$ cat config.mk
export PLATFORM = sky130hd
export DESIGN_NAME = tfm_freq_monitor
export DESIGN_NICKNAME = d
export VERILOG_FILES = /design/src/core/tfm_pkg.sv /design/src/core/tfm_freq_monitor.sv
export VERILOG_INCLUDE_DIRS = /design/src /design/src/core
export SDC_FILE = /design/constraint.sdc
export NUM_CORES = 1
export LEC_CHECK = 0
export ABC_AREA = 1
export ABC_CLOCK_PERIOD_IN_PS = 4200
export BUFFER_PORTS_ARGS = -buffer_cell sky130_fd_sc_hd__buf_2
export CAP_MARGIN = 40
export CORE_AREA = 10 10 167 169
export DETAILED_ROUTE_END_ITERATION = 10
export DIE_AREA = 0 0 177 179
export SLEW_MARGIN = 0
export SYNTH_ARGS = -nofsm -noshare
export SYNTH_HDL_FRONTEND = slang
export SYNTH_SLANG_ARGS = --single-unit
export TNS_END_PERCENT = 20
$ cat constraint.sdc
create_clock -name ref_clk -period 4.2 [get_ports ref_clk]
set_clock_uncertainty 0.2 [all_clocks]
set_input_delay 0.21 -clock ref_clk [delete_from_list [all_inputs] [get_ports ref_clk]]
set_output_delay 0.21 -clock ref_clk [all_outputs]
set_load 0.05 [all_outputs]
$ cat src/core/tfm_consts.svh
// register offsets, field positions, reset values and timing counts of the link frequency monitor
`ifndef TFM_CONSTS_SVH
`define TFM_CONSTS_SVH

`define TFM_IDX_PORT_SELECT    8'h00
`define TFM_IDX_PLL_LOCK       8'h04
`define TFM_IDX_TOLERANCE      8'h0d
`define TFM_IDX_FREQ_WHOLE     8'h51
`define TFM_IDX_FREQ_FRAC      8'h52
`define TFM_IDX_LOCK_A_RAW     8'h6a
`define TFM_IDX_CHANGE_FLAG    8'h83
`define TFM_IDX_CONTROL        8'h90
`define TFM_IDX_BG_PORT_SEL    8'h91
`define TFM_IDX_BG_STATUS      8'h92
`define TFM_IDX_IRQ_STATUS     8'h94
`define TFM_IDX_IRQ_MASK       8'h95
`define TFM_IDX_BG_WHOLE       8'he0
`define TFM_IDX_BG_FRAC        8'he1

`define TFM_BIT_PLL_LOCK       1
`define TFM_BIT_LOCK_A_RAW     6
`define TFM_BIT_CHANGE_FLAG    1
`define TFM_BIT_CTRL_CLEAR     0
`define TFM_BIT_CTRL_BG_REQ    1
`define TFM_BIT_BG_VALID       0
`define TFM_BIT_BG_BUSY        1
`define TFM_BIT_IRQ_CHANGE     0

`define TFM_RST_PORT_SELECT    3'h0
`define TFM_RST_TOLERANCE      4'h4
`define TFM_RST_BG_PORT_SEL    3'h0
`define TFM_RST_FREQ           9'h000
`define TFM_RST_FRAC           7'h00

`define TFM_CLK_FREQ_MHZ       20
`define TFM_GATE_TIME_US       128
`define TFM_GATE_CYCLES        (`TFM_GATE_TIME_US * `TFM_CLK_FREQ_MHZ)
`define TFM_FRAC_BITS          7

`endif

$ cat src/core/tfm_pkg.sv
// types shared by the link frequency monitor
package tfm_pkg;

    typedef logic [2:0] tfm_port_sel_t;

    typedef enum logic [1:0]
    {
        TFM_BG_IDLE = 2'b01,
        TFM_BG_MEAS = 2'b10
    } tfm_bg_state_t;

endpackage
$ cat src/core/tfm_freq_monitor.sv
// link clock frequency monitor with change flag, background measurement and avalon slave
// Notes on behaviour
// - measured whole MHz of selected port is a 9-bit field, reset zero
// - fraction is a 7-bit field in 1/128 MHz steps, reset zero
// - frequency readbacks of the selected port are only updated while its pll is locked
// - whole field fills one register and top bit of next; fraction below
// - read-only lock bit of the selected port pll
// - read-only raw lock bit of port a pll
// - change flag sets when frequency moves beyond tolerance, stays until cleared
// - writable 4-bit tolerance in MHz, reset 0100
// - same tolerance drives the audio mute on clock change
// - rising change flag sets a latched interrupt status bit and interrupt
// - background port whole MHz captured into 9 bits only on request
// - background fraction captured by the same request
// - primary port select, reset selects port a, and that port is measured
`timescale 1ns/1ps
`include "tfm_consts.svh"

module tfm_sync #(
    parameter int WIDTH = 1
) (
    input  wire logic             ref_clk,
    input  wire logic             rstn,
    input  wire logic [WIDTH-1:0] async_in,
    output logic      [WIDTH-1:0] sync_out
);
    logic [WIDTH-1:0] stage1;

    always_ff @(posedge ref_clk)
    begin
        if (!rstn)
        begin
            stage1   <= '0;
            sync_out <= '0;
        end
        else
        begin
            stage1   <= async_in;
            sync_out <= stage1;
        end
    end
endmodule // tfm_sync

module tfm_freq_monitor #(
    parameter int GATE_CYCLES = `TFM_GATE_CYCLES,
    parameter int CNT_W       = 12,
    parameter int EDGE_W      = 16
) (
    input  wire logic        ref_clk,
    input  wire logic        rstn,
    input  wire logic [9:0]  avs_address,
    input  wire logic        avs_read,
    input  wire logic        avs_write,
    input  wire logic [3:0]  avs_byteenable,
    input  wire logic [31:0] avs_writedata,
    output logic      [31:0] avs_readdata,
    output logic             avs_waitrequest,
    output logic             irq,
    output logic             audio_mute_on_clock_change,
    input  wire logic        link_clk_a,
    input  wire logic        link_clk_b,
    input  wire logic        pll_lock_a,
    input  wire logic        pll_lock_b
);
    import tfm_pkg::*;

    localparam logic [CNT_W-1:0] GATE_LAST = CNT_W'(GATE_CYCLES - 1);

    // synchronised pins
    logic [3:0]          pin_sync;
    logic                clk_a_prev;
    logic                clk_b_prev;
    wire                 clk_a_s    = pin_sync[0];
    wire                 clk_b_s    = pin_sync[1];
    wire                 lock_a_s   = pin_sync[2];
    wire                 lock_b_s   = pin_sync[3];
    wire                 rise_a     = clk_a_s & ~clk_a_prev;
    wire                 rise_b     = clk_b_s & ~clk_b_prev;

    // software state
    tfm_port_sel_t       port_select;
    tfm_port_sel_t       bg_port_select;
    logic [3:0]          tolerance;
    logic                irq_mask;
    logic                irq_status;
    logic                clear_pulse;
    logic                bg_req_pulse;

    // primary measurement
    logic [CNT_W-1:0]    prim_gate;
    logic [EDGE_W-1:0]   prim_edges;
    logic [8:0]          freq_whole;
    logic [6:0]          freq_frac;
    logic [8:0]          ref_whole;
    logic                pll_lock_status;
    logic                port_a_pll_lock_raw;
    logic                freq_change_flag;
    logic                flag_prev;

    // background measurement
    tfm_bg_state_t       bg_state;
    logic [CNT_W-1:0]    bg_gate;
    logic [EDGE_W-1:0]   bg_edges;
    logic [8:0]          bg_whole;
    logic [6:0]          bg_frac;
    logic                bg_valid;

    tfm_sync #(
        .WIDTH (4)
    ) u_pin_sync (
        .ref_clk  (ref_clk),
        .rstn     (rstn),
        .async_in ({pll_lock_b, pll_lock_a, link_clk_b, link_clk_a}),
        .sync_out (pin_sync)
    );

    always_ff @(posedge ref_clk)
    begin
        if (!rstn)
        begin
            clk_a_prev <= 1'b0;
            clk_b_prev <= 1'b0;
        end
        else
        begin
            clk_a_prev <= clk_a_s;
            clk_b_prev <= clk_b_s;
        end
    end

    // port selection; codes other than a and b see no clock and no lock
    wire sel_is_a   = (port_select == 3'h0);
    wire sel_is_b   = (port_select == 3'h1);
    wire sel_rise   = (sel_is_a & rise_a) | (sel_is_b & rise_b);
    wire sel_lock   = (sel_is_a & lock_a_s) | (sel_is_b & lock_b_s);
    wire bg_is_a    = (bg_port_select == 3'h0);
    wire bg_is_b    = (bg_port_select == 3'h1);
    wire bg_rise    = (bg_is_a & rise_a) | (bg_is_b & rise_b);
    wire bg_lock    = (bg_is_a & lock_a_s) | (bg_is_b & lock_b_s);

    // 128 us gate makes the edge count equal MHz times 128
    wire               prim_done  = (prim_gate == GATE_LAST);
    wire [8:0]         new_whole  = prim_edges[EDGE_W-1:`TFM_FRAC_BITS];
    wire [6:0]         new_frac   = prim_edges[`TFM_FRAC_BITS-1:0];
    wire               new_above  = (new_whole > ref_whole);
    wire [8:0]         diff       = new_above ? (new_whole - ref_whole) : (ref_whole - new_whole);
    wire               moved      = (diff > {5'h00, tolerance});
    wire               accept     = prim_done & sel_lock;
    wire               change_evt = accept & moved;
    wire               flag_rise  = freq_change_flag & ~flag_prev;

    always_ff @(posedge ref_clk)
    begin
        if (!rstn)
        begin
            prim_gate  <= '0;
            prim_edges <= '0;
        end
        else if (prim_done)
        begin
            prim_gate  <= '0;
            prim_edges <= EDGE_W'(sel_rise);
        end
        else
        begin
            prim_gate  <= prim_gate + CNT_W'(1);
            prim_edges <= prim_edges + EDGE_W'(sel_rise);
        end
    end

    always_ff @(posedge ref_clk)
    begin
        if (!rstn)
        begin
            freq_whole <= `TFM_RST_FREQ;
            freq_frac  <= `TFM_RST_FRAC;
        end
        else if (accept)
        begin
            freq_whole <= new_whole;
            freq_frac  <= new_frac;
        end
    end

    always_ff @(posedge ref_clk)
    begin
        if (!rstn)
            ref_whole <= `TFM_RST_FREQ;
        else if (change_evt)
            ref_whole <= new_whole;
    end

    always_ff @(posedge ref_clk)
    begin
        if (!rstn)
        begin
            pll_lock_status     <= 1'b0;
            port_a_pll_lock_raw <= 1'b0;
        end
        else
        begin
            pll_lock_status     <= sel_lock;
            port_a_pll_lock_raw <= lock_a_s;
        end
    end

    // a detection in the clearing cycle keeps the flag set
    always_ff @(posedge ref_clk)
    begin
        if (!rstn)
        begin
            freq_change_flag <= 1'b0;
            flag_prev        <= 1'b0;
        end
        else
        begin
            if (change_evt)
                freq_change_flag <= 1'b1;
            else if (clear_pulse)
                freq_change_flag <= 1'b0;
            flag_prev <= freq_change_flag;
        end
    end

    always_ff @(posedge ref_clk)
    begin
        if (!rstn)
            audio_mute_on_clock_change <= 1'b0;
        else
            audio_mute_on_clock_change <= change_evt;
    end

    // background single shot
    wire bg_done = (bg_state == TFM_BG_MEAS) && (bg_gate == GATE_LAST);

    always_ff @(posedge ref_clk)
    begin
        if (!rstn)
        begin
            bg_state <= TFM_BG_IDLE;
            bg_gate  <= '0;
            bg_edges <= '0;
            bg_whole <= `TFM_RST_FREQ;
            bg_frac  <= `TFM_RST_FRAC;
            bg_valid <= 1'b0;
        end
        else
        begin
            case (bg_state)
                TFM_BG_IDLE:
                begin
                    if (bg_req_pulse)
                    begin
                        bg_state <= TFM_BG_MEAS;
                        bg_gate  <= '0;
                        bg_edges <= '0;
                        bg_valid <= 1'b0;
                    end
                end
                TFM_BG_MEAS:
                begin
                    bg_gate  <= bg_gate + CNT_W'(1);
                    bg_edges <= bg_edges + EDGE_W'(bg_rise);
                    if (bg_done)
                    begin
                        bg_whole <= bg_edges[EDGE_W-1:`TFM_FRAC_BITS];
                        bg_frac  <= bg_edges[`TFM_FRAC_BITS-1:0];
                        bg_valid <= bg_lock;
                        bg_state <= TFM_BG_IDLE;
                    end
                end
                default:
                begin
                    bg_state <= TFM_BG_IDLE;
                end
            endcase
        end
    end

    // avalon slave: one wait cycle, data and write effect at the second edge
    wire [7:0] idx     = avs_address[9:2];
    wire       addr_ok = (avs_address[1:0] == 2'h0);
    wire       req     = avs_read | avs_write;
    wire       wr_fire = avs_write & ~avs_waitrequest & addr_ok & avs_byteenable[0];
    wire [7:0] wbyte   = avs_writedata[7:0];

    wire hit_psel  = addr_ok & (idx == `TFM_IDX_PORT_SELECT);
    wire hit_lock  = addr_ok & (idx == `TFM_IDX_PLL_LOCK);
    wire hit_tol   = addr_ok & (idx == `TFM_IDX_TOLERANCE);
    wire hit_whole = addr_ok & (idx == `TFM_IDX_FREQ_WHOLE);
    wire hit_frac  = addr_ok & (idx == `TFM_IDX_FREQ_FRAC);
    wire hit_rawa  = addr_ok & (idx == `TFM_IDX_LOCK_A_RAW);
    wire hit_flag  = addr_ok & (idx == `TFM_IDX_CHANGE_FLAG);
    wire hit_ctrl  = addr_ok & (idx == `TFM_IDX_CONTROL);
    wire hit_bgsel = addr_ok & (idx == `TFM_IDX_BG_PORT_SEL);
    wire hit_bgst  = addr_ok & (idx == `TFM_IDX_BG_STATUS);
    wire hit_ist   = addr_ok & (idx == `TFM_IDX_IRQ_STATUS);
    wire hit_imsk  = addr_ok & (idx == `TFM_IDX_IRQ_MASK);
    wire hit_bgw   = addr_ok & (idx == `TFM_IDX_BG_WHOLE);
    wire hit_bgf   = addr_ok & (idx == `TFM_IDX_BG_FRAC);

    wire [7:0] v_psel  = {5'h00, port_select};
    wire [7:0] v_lock  = 8'(pll_lock_status) << `TFM_BIT_PLL_LOCK;
    wire [7:0] v_tol   = {4'h0, tolerance};
    wire [7:0] v_whole = freq_whole[8:1];
    wire [7:0] v_frac  = {freq_whole[0], freq_frac};
    wire [7:0] v_rawa  = 8'(port_a_pll_lock_raw) << `TFM_BIT_LOCK_A_RAW;
    wire [7:0] v_flag  = 8'(freq_change_flag) << `TFM_BIT_CHANGE_FLAG;
    wire [7:0] v_bgsel = {5'h00, bg_port_select};
    wire       bg_busy = (bg_state == TFM_BG_MEAS);
    wire [7:0] v_bgst  = {6'h00, bg_busy, bg_valid};
    wire [7:0] v_ist   = {7'h00, irq_status};
    wire [7:0] v_imsk  = {7'h00, irq_mask};
    wire [7:0] v_bgw   = bg_whole[8:1];
    wire [7:0] v_bgf   = {bg_whole[0], bg_frac};

    // unmapped and control reads return zero
    wire [7:0] rd_byte = ({8{hit_psel}}  & v_psel)  | ({8{hit_lock}} & v_lock)
                       | ({8{hit_tol}}   & v_tol)   | ({8{hit_whole}} & v_whole)
                       | ({8{hit_frac}}  & v_frac)  | ({8{hit_rawa}} & v_rawa)
                       | ({8{hit_flag}}  & v_flag)  | ({8{hit_bgsel}} & v_bgsel)
                       | ({8{hit_bgst}}  & v_bgst)  | ({8{hit_ist}}  & v_ist)
                       | ({8{hit_imsk}}  & v_imsk)  | ({8{hit_bgw}}  & v_bgw)
                       | ({8{hit_bgf}}   & v_bgf);

    always_ff @(posedge ref_clk)
    begin
        if (!rstn)
        begin
            avs_waitrequest <= 1'b1;
            avs_readdata    <= 32'h0000_0000;
        end
        else
        begin
            avs_waitrequest <= ~(req & avs_waitrequest);
            if (avs_read & avs_waitrequest)
                avs_readdata <= {24'h00_0000, rd_byte};
        end
    end

    always_ff @(posedge ref_clk)
    begin
        if (!rstn)
        begin
            port_select    <= `TFM_RST_PORT_SELECT;
            bg_port_select <= `TFM_RST_BG_PORT_SEL;
            tolerance      <= `TFM_RST_TOLERANCE;
            irq_mask       <= 1'b0;
        end
        else if (wr_fire)
        begin
            if (hit_psel)
                port_select <= wbyte[2:0];
            if (hit_bgsel)
                bg_port_select <= wbyte[2:0];
            if (hit_tol)
                tolerance <= wbyte[3:0];
            if (hit_imsk)
                irq_mask <= wbyte[`TFM_BIT_IRQ_CHANGE];
        end
    end

    always_ff @(posedge ref_clk)
    begin
        if (!rstn)
        begin
            clear_pulse  <= 1'b0;
            bg_req_pulse <= 1'b0;
        end
        else
        begin
            clear_pulse  <= wr_fire & hit_ctrl & wbyte[`TFM_BIT_CTRL_CLEAR];
            bg_req_pulse <= wr_fire & hit_ctrl & wbyte[`TFM_BIT_CTRL_BG_REQ];
        end
    end

    // set wins over a write-one-to-clear in the same cycle
    wire ist_clear = wr_fire & hit_ist & wbyte[`TFM_BIT_IRQ_CHANGE];

    always_ff @(posedge ref_clk)
    begin
        if (!rstn)
        begin
            irq_status <= 1'b0;
            irq        <= 1'b0;
        end
        else
        begin
            if (flag_rise)
                irq_status <= 1'b1;
            else if (ist_clear)
                irq_status <= 1'b0;
            irq <= (irq_status | flag_rise) & irq_mask & ~(ist_clear & ~flag_rise);
        end
    end

endmodule // tfm_freq_monitor

## Word level (Yosys, flattened, before mapping)

Index checks and enable logic that the tools add are counted.

- Multiplexer cells: 16
- Div/mod/pow operators: 0
- Bitwise logic cells: 79
- Add/subtract/negate cells: 6
- Order comparisons: 2
- $mul: 0
- Shift operators: 0
- Equality and inequality tests: 21
- Reduce and logical (&&, ||, !) cells: 17

Operator list:

| cell | number |
|---|---|
| $or A8 B8 Y8 | 12 |
| $eq A8 B8 Y1 const B | 8 |
| $and A1 B1 Y1 | 40 |
| $add A16 B1 Y16 | 2 |
| $and A8 B8 Y8 | 4 |
| $pmux W16 S2 | 1 |
| $add A12 B1 Y12 const B | 2 |
| $and A8 B2 Y8 | 3 |
| $eq A12 B12 Y1 const B | 2 |
| $eq A8 B7 Y1 const B | 3 |
| $pmux W12 S2 | 1 |
| $sub A9 B9 Y9 | 2 |
| $and A8 B1 Y8 | 2 |
| $and A8 B3 Y8 | 2 |
| $mux W16 | 1 |
| $reduce_and A2 Y1 | 7 |
| $mux W12 | 1 |
| $gt A9 B4 Y1 | 1 |
| $gt A9 B9 Y1 | 1 |
| $mux W9 | 1 |
| $and A8 B4 Y8 | 1 |
| $and A8 B7 Y8 | 1 |
| $eq A8 B3 Y1 const B | 1 |
| $eq A8 B4 Y1 const B | 1 |
| 17 further kinds | 41 |

- Register bits after elaboration: 139
- Input bits: 54
- Word-level logic and storage cells: 172
- RAM bits: 0
- Output and inout bits: 35
- Memories kept: 0
- Latch bits: 0
- ROM bits: 0

## Longest topological paths before layout

Gate-level depths: netlist (run 1).

- Word-level depth: 15
- Mapped depth: 25
- Gate-level depth less buffers: 24

## Hierarchy

From an unflattened synthesis (run 1), not the netlist that was laid out.

- Cell total of the unflattened synthesis: 1005
- Area, all modules: 7226.9 um^2

Modules (own cells, without submodules):

| module | cells each | times used | area each (um^2) |
|---|---|---|---|
| tfm_freq_monitor | 980 | 1 | 7001.7 |
| tfm_sync | 25 | 1 | 225.2 |

## Worst setup path before layout (run 1)

No wires, ideal clock.

- Path kind: reg2reg
- Start point: register prim_edges[8]
- End point: register ref_whole[1]
- Arrival time: 3107 ps
- Buffers on the path: 2
- Cell stages (with the launch flop): 23
- Path slack: 781 ps
- Period minus slack after synthesis: 3419 ps
- Library setup time: 112 ps
- Cell sequence: dfxtp_1 > clkbuf_1 > inv_1 > ha_1 > nand2_1 > nor2_2 > nand3_1 > nand3_2 > nand2_4 > inv_4 > o21ai_0 > xor2_1 > inv_1 > ha_1 > a21oi_1 > a21boi_0 > a21oi_2 > nand2_1 > nor2_4 > nand2_4 > buf_6 > a21oi_2 > nor2_1

- Longest elaborated chain between the ends: 4

RTL lines:

| item | RTL line | source |
|---|---|---|
| start: declaration | tfm_freq_monitor.sv:91 | `logic [EDGE_W-1:0] prim_edges;` |
| start signal: assignment | tfm_freq_monitor.sv:162 | `prim_edges <= EDGE_W'(sel_rise);` |
| start signal: assignment | tfm_freq_monitor.sv:167 | `prim_edges <= prim_edges + EDGE_W'(sel_rise);` |
| $sub A9 B9 Y9 or $gt A9 B9 Y1 (tied branches) | tfm_freq_monitor.sv:146, tfm_freq_monitor.sv:145 |  |
| $mux W9 | tfm_freq_monitor.sv:146 | `wire [8:0] diff = new_above ? (new_whole - ref_whole) : (ref_whole - new_whole);` |
| $gt A9 B4 Y1 | tfm_freq_monitor.sv:147 | `wire moved = (diff > {5'h00, tolerance});` |
| $and A1 B1 Y1 | tfm_freq_monitor.sv:149 | `wire change_evt = accept & moved;` |
| end signal: assignment | tfm_freq_monitor.sv:188 | `` ref_whole <= `TFM_RST_FREQ; `` |
| end signal: assignment | tfm_freq_monitor.sv:190 | `ref_whole <= new_whole;` |
| end: declaration | tfm_freq_monitor.sv:94 | `logic [8:0] ref_whole;` |

Parallel ways exist; a longest one is shown, timed or not.
A chain may end at the register's enable or synchronous reset.

## Worst setup path after layout (run 1)

- Start point: register prim_edges[11]
- End point: register ref_whole[0]

- Longest elaborated chain between the ends: 4

RTL lines:

| item | RTL line |
|---|---|
| $sub A9 B9 Y9 or $gt A9 B9 Y1 (tied branches) | tfm_freq_monitor.sv:146, tfm_freq_monitor.sv:145 |
| $mux W9 (*) | tfm_freq_monitor.sv:146 |
| $gt A9 B4 Y1 (*) | tfm_freq_monitor.sv:147 |
| $and A1 B1 Y1 (*) | tfm_freq_monitor.sv:149 |

Every way passes the cells marked *; elsewhere a longest branch is shown, timed or not.

==> results of run 1 <==
[flip-flops by register name (all words and copies together) (netlist names), 2 cells and up]
signal / count
bg_edges: 16
prim_edges: 16
bg_gate: 12
prim_gate: 12
bg_whole: 9
freq_whole: 9
ref_whole: 9
avs_readdata: 8
bg_frac: 7
freq_frac: 7
tolerance: 4
u_pin_sync.stage1: 4
u_pin_sync.sync_out: 4
bg_port_select: 3
port_select: 3
bg_state: 2
[worst max-delay path, stage by stage (launching register included)]
cell,delay [ns]
dfxtp_1,0.45
inv_1,0.12
ha_1,0.40
a21oi_1,0.31
nand2_1,0.09
nand2_1,0.08
nand3_2,0.12
nand2_4,0.15
inv_4,0.06
o21ai_0,0.21
xor2_1,0.17
inv_1,0.06
ha_1,0.30
a21oi_1,0.14
a21boi_0,0.13
a21oi_2,0.12
nand2_1,0.09
nor2_4,0.10
nand2_4,0.16
nand2_1,0.11
nand2_1,0.05
nor2_1,0.11
[metrics by stage]
step / power (uW) / area (um2) / hold WS [ns]
floorplan: 1510 / 7370 / 0.108
global placement: 1530 / 7700 / 0.195
detailed placement: 1530 / 7710 / 0.199
CTS: 2930 / 8360 / 0.0581
global route: 3010 / 8360 / 0.0991
finish: 2900 / 8360 / 0.0598
[per-layer routing]
metal,share of wire,global-route usage,up-vias,wire (um)
li1,-,-,3396,-
met1,0.48,0.146,2932,8590
met2,0.46,0.183,141,8240
met3,0.042,0.0232,17,753
met4,0.015,0.0340,0,265
met5,0,0,-,0
[synth_stat cells, types with 8 or more instances]
cell / instances / area, um2
a211oi_1: 19 / 143
nor3_1: 18 / 90.1
ha_1: 27 / 338
a21oi_1: 62 / 310
o22ai_1: 17 / 106
xor2_1: 8 / 70.1
nor2_1: 109 / 409
nor3b_1: 10 / 75.1
nand3_1: 55 / 275
a21oi_2: 10 / 87.6
dfxtp_1: 139 / 2780
o21ai_0: 63 / 315
buf_4: 26 / 195
nand2_1: 196 / 736
nand4_1: 23 / 144
inv_1: 164 / 616
clkbuf_1: 20 / 75.1
[power breakdown]
group          total, uW  leakage (uW)  switching, uW  internal [uW]
combinational        171       0.00203            133           38.4
clock               1390      0.000261            542            850
sequential          1340       0.00112           6.97           1330
total               2900       0.00342            682           2220
[repair_timing]
item / in CTS / in global routing
setup endpoints to repair: 0 / 6
gates resized for setup: 0 / 1
hold buffers: 10 / 0
hold endpoints to repair: 18 / 0
[cell families (layout without fill, tap and decap cells)]
logic type	count (synthesis)	count (layout)
buffers and inverters	221	249
and+or+nand+nor	436	436
adders and majority gates	29	29
other	1	24
xor gates and xnor gates	10	10
DFF	139	139
AOI/OAI and AO/OA	197	197
[worst max path at each step]
stage	slack, ns	endpoint	cells after the start	start
2_1_floorplan	0.78	ref_whole[1]	22	prim_edges[8]
3_3_place_gp	0.48	ref_whole[7]	23	prim_edges[10]
3_5_place_dp	0.41	ref_whole[0]	23	prim_edges[10]
4_1_cts	0.37	ref_whole[0]	23	prim_edges[10]
5_1_grt	0.02	ref_whole[5]	21	prim_edges[11]
6_report	0.38	ref_whole[0]	21	prim_edges[11]
[layout make-up]
cell class	count	area [um2]	share of cell area
Multi-Input combinational cell	696	3650	0.436
Sequential cell	139	2780	0.333
Inverter	167	629	0.0753
Clock buffer	23	478	0.0572
Tap cell	330	413	0.0494
Timing Repair Buffer	52	340	0.0407
Clock inverter	7	67.6	0.00808
==> results.sh, run 1 <==
export IMPL_final_common_cell="nand2_1"
export IMPL_power_per_cell_area_mw_per_mm2=347
export IMPL_cts_tree="built"
export IMPL_drtIter0Drc=451
export IMPL_min_delay_path_class="in -> reg"
export IMPL_grt_pass1_wl_um=29300
export IMPL_worstRegToRegCells=21
export IMPL_synth_xor_area_share=0.0120
export IMPL_antenna_found_initial=0
export IMPL_die_area_mm2=0.0317
export IMPL_synth_seq_cells=139
export IMPL_synth_edf_count=0
export IMPL_rsz0062_at_grt="no"
export IMPL_hold_path_end="u_pin_sync.stage1[2]"
export IMPL_drc=0
export IMPL_hold_viol=0
export IMPL_fin_setup_tns_ns=0
export IMPL_synth_compound_area_share=0.160
export IMPL_n_antenna_cell=0
export IMPL_maxSlewHeadroom=0.446
export IMPL_numCtsBuffers=17
export IMPL_stdcell_count=1414
export IMPL_ys_seq_area_frac=0.382
export IMPL_max_freq_mhz=262
export IMPL_final_nets=1156
export IMPL_grt_pass1_vias=6122
export IMPL_drv_cap=0
export IMPL_avgSynthCellArea_um2=7.05
export IMPL_firstDrtPassIters=5
export IMPL_pre_cts_slack_ns=0.412
export IMPL_synth_fa_ha_area_frac=0.0519
export IMPL_io_buffer_count=33
export IMPL_die_h_um=179
export IMPL_maxSlewViolCount=0
export IMPL_worstPathRequired_ns=4.35
export IMPL_synthCells=1033
export IMPL_fin_util=0.338
export IMPL_worst_skew_pair_late_latency_ns=0.42
export IMPL_cts_clk_slew_worst_paths_ns=0.06
export IMPL_outcome="finished clean"
export IMPL_placedCellCount=1374
export IMPL_crit_fanout=19
export IMPL_setup_worst_path_start_class="flop"
export IMPL_yosys_warnings=0
export IMPL_ys_types=47
export IMPL_h_tree_depth=4
export IMPL_whs_path_depth=3
export IMPL_synth_top_family_by_area="simple AND/OR/NAND/NOR gates"
export IMPL_worstSetupEndpointType="flop"
export IMPL_grt_util_all_layers=0.112
export IMPL_root_buffer="clkbuf_16"
export IMPL_drive_gt1_frac=0.0950
export IMPL_min_period_ns=3.82
export IMPL_syn2layout_area_growth_pct=14.7
export IMPL_reg2reg_slack_ns=0.38
export IMPL_clockBufferDepth=2
export IMPL_vdd_drop_max_mv=0.231
export IMPL_r2r_end="ref_whole[0]"
export IMPL_clock_sinks=139
export IMPL_vias=6486
export IMPL_dp_final_hpwl_um=13200
export IMPL_routedWlPerCell_um=12.6
export IMPL_antenna_left=0
export IMPL_setup_viol=0
export IMPL_start_util=0.294
export IMPL_critPathArrivalTime_ns=3.97
export IMPL_overflow=0
export IMPL_boundaryPins=89
export IMPL_final_cell_mix="nand2_1, inv_1, dfxtp_1, nor2_1, o21ai_0"
export IMPL_syn_area_mm2=0.00729
export IMPL_muxShareOfSynthArea=0
export IMPL_synth_ff_type="dfxtp_1"
export IMPL_finalWorstSetupSlack_ns=0.385
export IMPL_post_cts_buffers=0
export IMPL_gp_congestion=0.900
export IMPL_wirelength_um=17900
export IMPL_grt_max_degree=40
export IMPL_rows=58
export IMPL_critical_path_class="reg -> reg"
export IMPL_synthSimpleGateAreaFrac=0.265
export IMPL_leakage_uw=0.00342
export IMPL_worstMarginPinSlew_ns=0.830
export IMPL_core_area_mm2=0.0247
export IMPL_fin_crit_sh=0.908
export IMPL_die_w_um=177
export IMPL_holdCritStartpoint="rstn"
export IMPL_vias_per_cell=4.59
export IMPL_fill_cells=2622
export IMPL_async_flop_share=0
export IMPL_timing_rr_start="prim_edges[11]"
(Power assumes the default switching activity.)
==> inputs of run 2 (changes only) <==
--- a/config.mk
+++ b/config.mk
@@ -10,10 +10,10 @@
 export ABC_CLOCK_PERIOD_IN_PS = 4200
 export BUFFER_PORTS_ARGS = -buffer_cell sky130_fd_sc_hd__buf_2
 export CAP_MARGIN = 40
-export CORE_AREA = 10 10 167 169
+export CORE_AREA = 2 2 159 161
 export DETAILED_ROUTE_END_ITERATION = 10
-export DIE_AREA = 0 0 177 179
-export SLEW_MARGIN = 0
+export DIE_AREA = 0 0 161 163
+export SLEW_MARGIN = 20
 export SYNTH_ARGS = -nofsm -noshare
 export SYNTH_HDL_FRONTEND = slang
 export SYNTH_SLANG_ARGS = --single-unit
==> results.sh, run 2 (synthesis gave the netlist of run 1 again) <==
export IMPL_outcome="finished clean"
export IMPL_syn2layout_area_growth_pct=16.0
export IMPL_cts_tree="built"
export IMPL_timing_rr_start="prim_edges[10]"
export IMPL_wirelength_um=17400
export IMPL_drtIter0Drc=445
export IMPL_setup_worst_path_start="prim_edges[10]"
export IMPL_placedCellCount=1375
export IMPL_io_buffer_count=33
export IMPL_p_int_uw=2340
export IMPL_crit_fanout=19
export IMPL_antenna_found_initial=0
export IMPL_rsz0062_at_grt="no"
export IMPL_boundaryPins=89
export IMPL_h_tree_depth=4
export IMPL_vdd_drop_max_mv=0.249
export IMPL_die_w_um=161
export IMPL_cpPeakStageDelay_ns=0.41
export IMPL_gp_congestion=0.874
export IMPL_antenna_left=0
export IMPL_numCtsBuffers=17
export IMPL_power_switching_uw=721
export IMPL_p_seq_frac=0.438
export IMPL_drv_cap=0
export IMPL_firstDrtPassIters=5
export IMPL_maxSlewHeadroom=0.511
export IMPL_power_per_cell_area_mw_per_mm2=362
export IMPL_routedWlPerCell_um=12.3
export IMPL_cts_clk_slew_worst_paths_ns=0.06
export IMPL_cpLargestDelayFamily="simple AND/OR/NAND/NOR gates"
export IMPL_leakage_uw=0.00346
export IMPL_seqCellArea_mm2=0.00278
export IMPL_final_cell_mix="nand2_1, inv_1, dfxtp_1, nor2_1, o21ai_0"
export IMPL_worst_skew_pair_late_latency_ns=0.43
export IMPL_fill_cells=2659
export IMPL_stdcell_count=1417
export IMPL_worstSetupEndpointType="flop"
export IMPL_grt_pass1_wl_um=29200
export IMPL_clockBufferDepth=2
export IMPL_die_area_mm2=0.0262
export IMPL_min_period_ns=3.76
export IMPL_grt_pass1_vias=6125
export IMPL_clkPwrFrac=0.507
export IMPL_vias_per_cell=4.61
export IMPL_holdCritStartpoint="rstn"
export IMPL_start_util=0.295
export IMPL_critical_path_cell_chain="inv_1 > ha_1 > nand2_1 > inv_1 > nand2_2 > nand2_1 > nand2_1 > nand3_2 > nand2_4 > inv_4 > o21ai_0 > xor2_1 > inv_1 > ha_1 > nand4_1 > a21boi_0 > a21oi_2 > nand2_1 > nor2_4 > nand2_4 > nand2_1 > nand2_1 > nor2_1"
export IMPL_vias=6529
export IMPL_overflow=0
export IMPL_post_cts_buffers=0
export IMPL_fin_crit_sh=0.894
export IMPL_final_common_cell="nand2_1"
export IMPL_root_buffer="clkbuf_16"
export IMPL_swShare=0.236
export IMPL_drc=0
export IMPL_die_h_um=163
export IMPL_fin_setup_tns_ns=0
export IMPL_multi_input_area_mm2=0.00365
export IMPL_worstPathRequired_ns=4.32
export IMPL_fin_util=0.343
export IMPL_setup_viol=0
export IMPL_maxSlewViolCount=0
export IMPL_dp_final_hpwl_um=12900
export IMPL_clock_sinks=139
export IMPL_cpMostUsedCell="nand2_1"
export IMPL_grt_util_all_layers=0.136
export IMPL_place_area_mm2=0.00773
export IMPL_design_area_mm2=0.00845
export IMPL_cpMaxStageDelayCell="dfxtp_2"
export IMPL_critPathArrivalTime_ns=3.87
export IMPL_timing_critical_path_buf_inv=4
export IMPL_rows=58
export IMPL_hold_viol=0
export IMPL_worstMarginPinSlew_ns=0.733
export IMPL_max_freq_mhz=266
export IMPL_n_antenna_cell=0
export IMPL_drive_gt1_frac=0.102
export IMPL_final_nets=1157
export IMPL_reg_largest_list="bg_edges (16), prim_edges (16)"
export IMPL_critical_path_class="reg -> reg"
export IMPL_setup_worst_path_start_class="flop"
export IMPL_core_area_mm2=0.0247
export IMPL_combPwrFrac=0.055
export IMPL_grt_max_degree=45
export IMPL_min_delay_path_class="in -> reg"
run 2: cell types whose count changed in the layout (fill, tap and decap cells not counted), moves of 2 or more:
| cell | before | now |
|---|---|---|
| bufinv_16 | 1 | 3 |
| inv_6 | 0 | 2 |
| clkbuf_1 | 3 | 0 |
| clkinv_4 | 0 | 2 |
run 2: cell type report:
class	instances	share of cell area
repair buffers	53	0.0420
well taps	330	0.0488
clock inverters	13	0.0195
inverters	167	0.0744
flip-flops and latches	139	0.329
clock buffers	19	0.0536
multi-input cells	696	0.432
run 2: per-stage QoR:
step           total power (uW)  setup WS [ns]  hold WS (ns)
3_5_place_dp               1530          0.393         0.201
6_report                   3060          0.444        0.0386
5_1_grt                    3170         0.0202        0.0654
3_3_place_gp               1530          0.472         0.195
4_1_cts                    3090          0.353        0.0300
2_1_floorplan              1510          0.781         0.108
run 2: power by group through the flow:
stage / registers [uW] / clock network [uW] / logic (uW)
after CTS: 1340 / 1580 / 170
after global placement: 1370 / 0 / 160
after floorplan: 1390 / 0 / 119
final: 1340 / 1550 / 170
after global routing: 1340 / 1640 / 183
after detailed placement: 1370 / 0 / 162
run 2: what timing repair did:
action                                  4_1_cts  5_1_grt
resized for setup                             0        3
endpoints found under the setup margin        0       10
hold buffers                                 10        0
hold endpoints to repair                     18        0
run 2: worst reg2reg max path: stages (launching register included):
cell and delay (ns):
dfxtp_2 0.41, inv_1 0.13, ha_1 0.40, nand2_1 0.15, inv_1 0.07, nand2_2 0.08, nand2_1 0.05, nand2_1 0.07
nand3_2 0.12, nand2_4 0.15, inv_4 0.06, o21ai_0 0.21, xor2_1 0.19, inv_1 0.06, ha_1 0.31, nand4_1 0.09
a21boi_0 0.28, a21oi_2 0.05, nand2_1 0.11, nor2_4 0.04, nand2_4 0.21, nand2_1 0.10, nand2_1 0.07, nor2_1 0.05
run 2: per-layer routing:
layer,GRT usage,routed length [um],up-vias,part of all wire
met5,0,0,-,0
met4,0.0544,376,0,0.022
met3,0.0255,593,27,0.034
met2,0.219,7980,115,0.46
met1,0.181,8470,2980,0.49
li1,-,-,3407,-
run 2: final timing paths:
kind                                 end  slack (ns)  cells past startpoint
hold reg to reg   u_pin_sync.sync_out[1]        0.21                      2
setup / recovery            ref_whole[0]        0.44                     23
setup reg to reg            ref_whole[0]        0.44                     23
hold / removal    u_pin_sync.sync_out[1]        0.04                      3
==> inputs of run 3 (changes only) <==
--- a/config.mk
+++ b/config.mk
@@ -10,9 +10,12 @@
 export ABC_CLOCK_PERIOD_IN_PS = 4200
 export BUFFER_PORTS_ARGS = -buffer_cell sky130_fd_sc_hd__buf_2
 export CAP_MARGIN = 40
+export CELL_PAD_IN_SITES_DETAIL_PLACEMENT = 0
+export CELL_PAD_IN_SITES_GLOBAL_PLACEMENT = 1
 export CORE_AREA = 2 2 159 161
 export DETAILED_ROUTE_END_ITERATION = 10
 export DIE_AREA = 0 0 161 163
+export PLACE_DENSITY_LB_ADDON = 0.1
 export SLEW_MARGIN = 20
 export SYNTH_ARGS = -nofsm -noshare
 export SYNTH_HDL_FRONTEND = slang
==> results.sh, run 3 (synthesis gave the netlist of run 1 again) <==
export IMPL_outcome="finished clean"
export IMPL_maxSlewViolCount=0
export IMPL_critical_path_cell_chain="inv_1 > ha_1 > nand2_1 > inv_1 > nand2_2 > nand2_1 > nand2_1 > nand3_2 > nand2_4 > inv_4 > o21ai_0 > xor2_1 > inv_1 > ha_1 > nand4_1 > a21boi_0 > a21oi_2 > nand2_1 > nor2_4 > nand2_4 > nand2_1 > nand2_1 > nor2_1"
export IMPL_cts_tree="built"
export IMPL_die_area_mm2=0.0262
export IMPL_die_h_um=163
export IMPL_setup_worst_path_start="prim_edges[11]"
export IMPL_boundaryPins=89
export IMPL_rsz0062_at_grt="no"
export IMPL_min_delay_path_class="in -> reg"
export IMPL_worstMarginPinSlew_ns=0.755
export IMPL_start_util=0.295
export IMPL_drive_gt1_frac=0.105
export IMPL_drv_cap=0
export IMPL_crit_fanout=19
export IMPL_dp_final_hpwl_um=14700
export IMPL_grt_util_all_layers=0.158
export IMPL_worstSetupEndpointType="flop"
export IMPL_syn2layout_area_growth_pct=15.7
export IMPL_r2r_end="ref_whole[5]"
export IMPL_grt_use_met3=0.0303
export IMPL_cpLargestDelayFamily="simple AND/OR/NAND/NOR gates"
export IMPL_clock_sinks=139
export IMPL_numCtsBuffers=17
export IMPL_worstPathRequired_ns=4.32
export IMPL_worst_skew_pair_late_latency_ns=0.43
export IMPL_drtIter0Drc=316
export IMPL_met1_usage=0.220
export IMPL_globalRoute_busiestLayer="met2"
export IMPL_fin_crit_sh=0.885
export IMPL_routedWlPerCell_um=14.0
export IMPL_critical_path_class="reg -> reg"
export IMPL_drc=0
export IMPL_final_cell_mix="nand2_1, inv_1, dfxtp_1, nor2_1, o21ai_0"
export IMPL_grt_pass1_vias=6169
export IMPL_vias_per_cell=4.51
export IMPL_root_buffer="clkbuf_16"
export IMPL_crit_cells=23
export IMPL_h_tree_depth=4
export IMPL_hold_viol=0
export IMPL_power_per_cell_area_mw_per_mm2=352
export IMPL_cts_clk_slew_worst_paths_ns=0.06
export IMPL_fin_util=0.342
export IMPL_critPathArrivalTime_ns=3.84
export IMPL_wirelength_um=19900
export IMPL_vias=6417
export IMPL_timing_rr_start="prim_edges[11]"
export IMPL_seqCellArea_mm2=0.00278
export IMPL_timing_critical_path_buf_inv=4
export IMPL_rows=58
export IMPL_post_cts_buffers=0
export IMPL_holdCritStartpoint="avs_address[2]"
export IMPL_max_freq_mhz=269
export IMPL_antenna_left=0
export IMPL_grt_pass1_wl_um=32600
export IMPL_cpMaxStageDelayCell="ha_1"
export IMPL_final_common_cell="nand2_1"
export IMPL_io_buffer_count=33
export IMPL_setup_worst_path_start_class="flop"
export IMPL_reg_largest_list="bg_edges (16), prim_edges (16)"
export IMPL_final_nets=1162
export IMPL_min_period_ns=3.72
export IMPL_leakage_uw=0.00346
export IMPL_worstRegToRegCells=23
export IMPL_cpMostUsedCell="nand2_1"
export IMPL_vdd_drop_max_mv=0.223
export IMPL_fill_cells=2754
export IMPL_core_area_mm2=0.0247
export IMPL_grt_max_degree=40
export IMPL_reg2reg_slack_ns=0.48
export IMPL_antenna_found_initial=0
export IMPL_setup_viol=0
export IMPL_die_w_um=161
export IMPL_maxSlewHeadroom=0.493
export IMPL_firstDrtPassIters=4
export IMPL_grt_use_met2=0.252
export IMPL_fin_setup_tns_ns=0
export IMPL_clockBufferDepth=2
export IMPL_gp_congestion=0.772
export IMPL_whs_path_depth=4
export IMPL_n_antenna_cell=0
export IMPL_overflow=0
export IMPL_multi_input_area_mm2=0.00365
export IMPL_cpPeakStageDelay_ns=0.40
export IMPL_hold_path_end="bg_req_pulse"
run 3: cell types whose count changed in the layout (fill, tap and decap cells not counted), sizes merged:
cell,previous run,this run
clkbuf,19,17
clkinvlp,4,1
buf,43,48
bufinv,3,1
inv,169,172
clkinv,4,8
run 3: through the flow:
step	setup WS (ns)	power, uW	cell area [um2]	cells	hold slack (ns)
2_1_floorplan	0.781	1510	7370	1056	0.108
6_report	0.482	2970	8430	1422	0.0506
5_1_grt	0.0727	3100	8430	1422	0.0654
3_5_place_dp	0.351	1530	7760	1380	0.193
4_1_cts	0.340	3020	8430	1422	0.0320
3_3_place_gp	0.404	1530	7750	1379	0.193
run 3: worst max path at each step:
stage | to | slack, ns
finish | ref_whole[5] | 0.48
global route | ref_whole[5] | 0.07
CTS | freq_change_flag | 0.34
detailed placement | freq_change_flag | 0.35
global placement | freq_change_flag | 0.40
floorplan | ref_whole[1] | 0.78
run 3: worst register-to-register path, delay by kind of cell, from the launching register on:
kind            cells  cell delay (ns)
flops               1             0.38
xor+xnor            1             0.20
simple gates       13             1.30
compound gates      3             0.52
buf+inv             4             0.30
fa+ha+maj           2             0.70
run 3: repair_timing:
action,CTS,global route
hold endpoints to repair,18,0
resized for setup,0,1
hold buffers,10,0
setup endpoints to repair,0,3
run 3: final cells by class:
cell class | instances | area share
multi-input cells | 696 | 0.433
flip-flops and latches | 139 | 0.330
inverters | 167 | 0.0747
clock buffers | 17 | 0.0505
well taps | 330 | 0.0490
repair buffers | 58 | 0.0457
clock inverters | 15 | 0.0166
run 3: layer usage:
layer | up-vias | part of all wire
li1 | 3430 | -
met1 | 2904 | 0.52
met2 | 72 | 0.44
met3 | 11 | 0.026
met4 | 0 | 0.0077
met5 | - | 0
run 3: where the power goes:
part	total (uW)	internal, uW	switching [uW]
Clock	1460	825	633
Combinational	172	38.4	133
Sequential	1340	1330	7.18
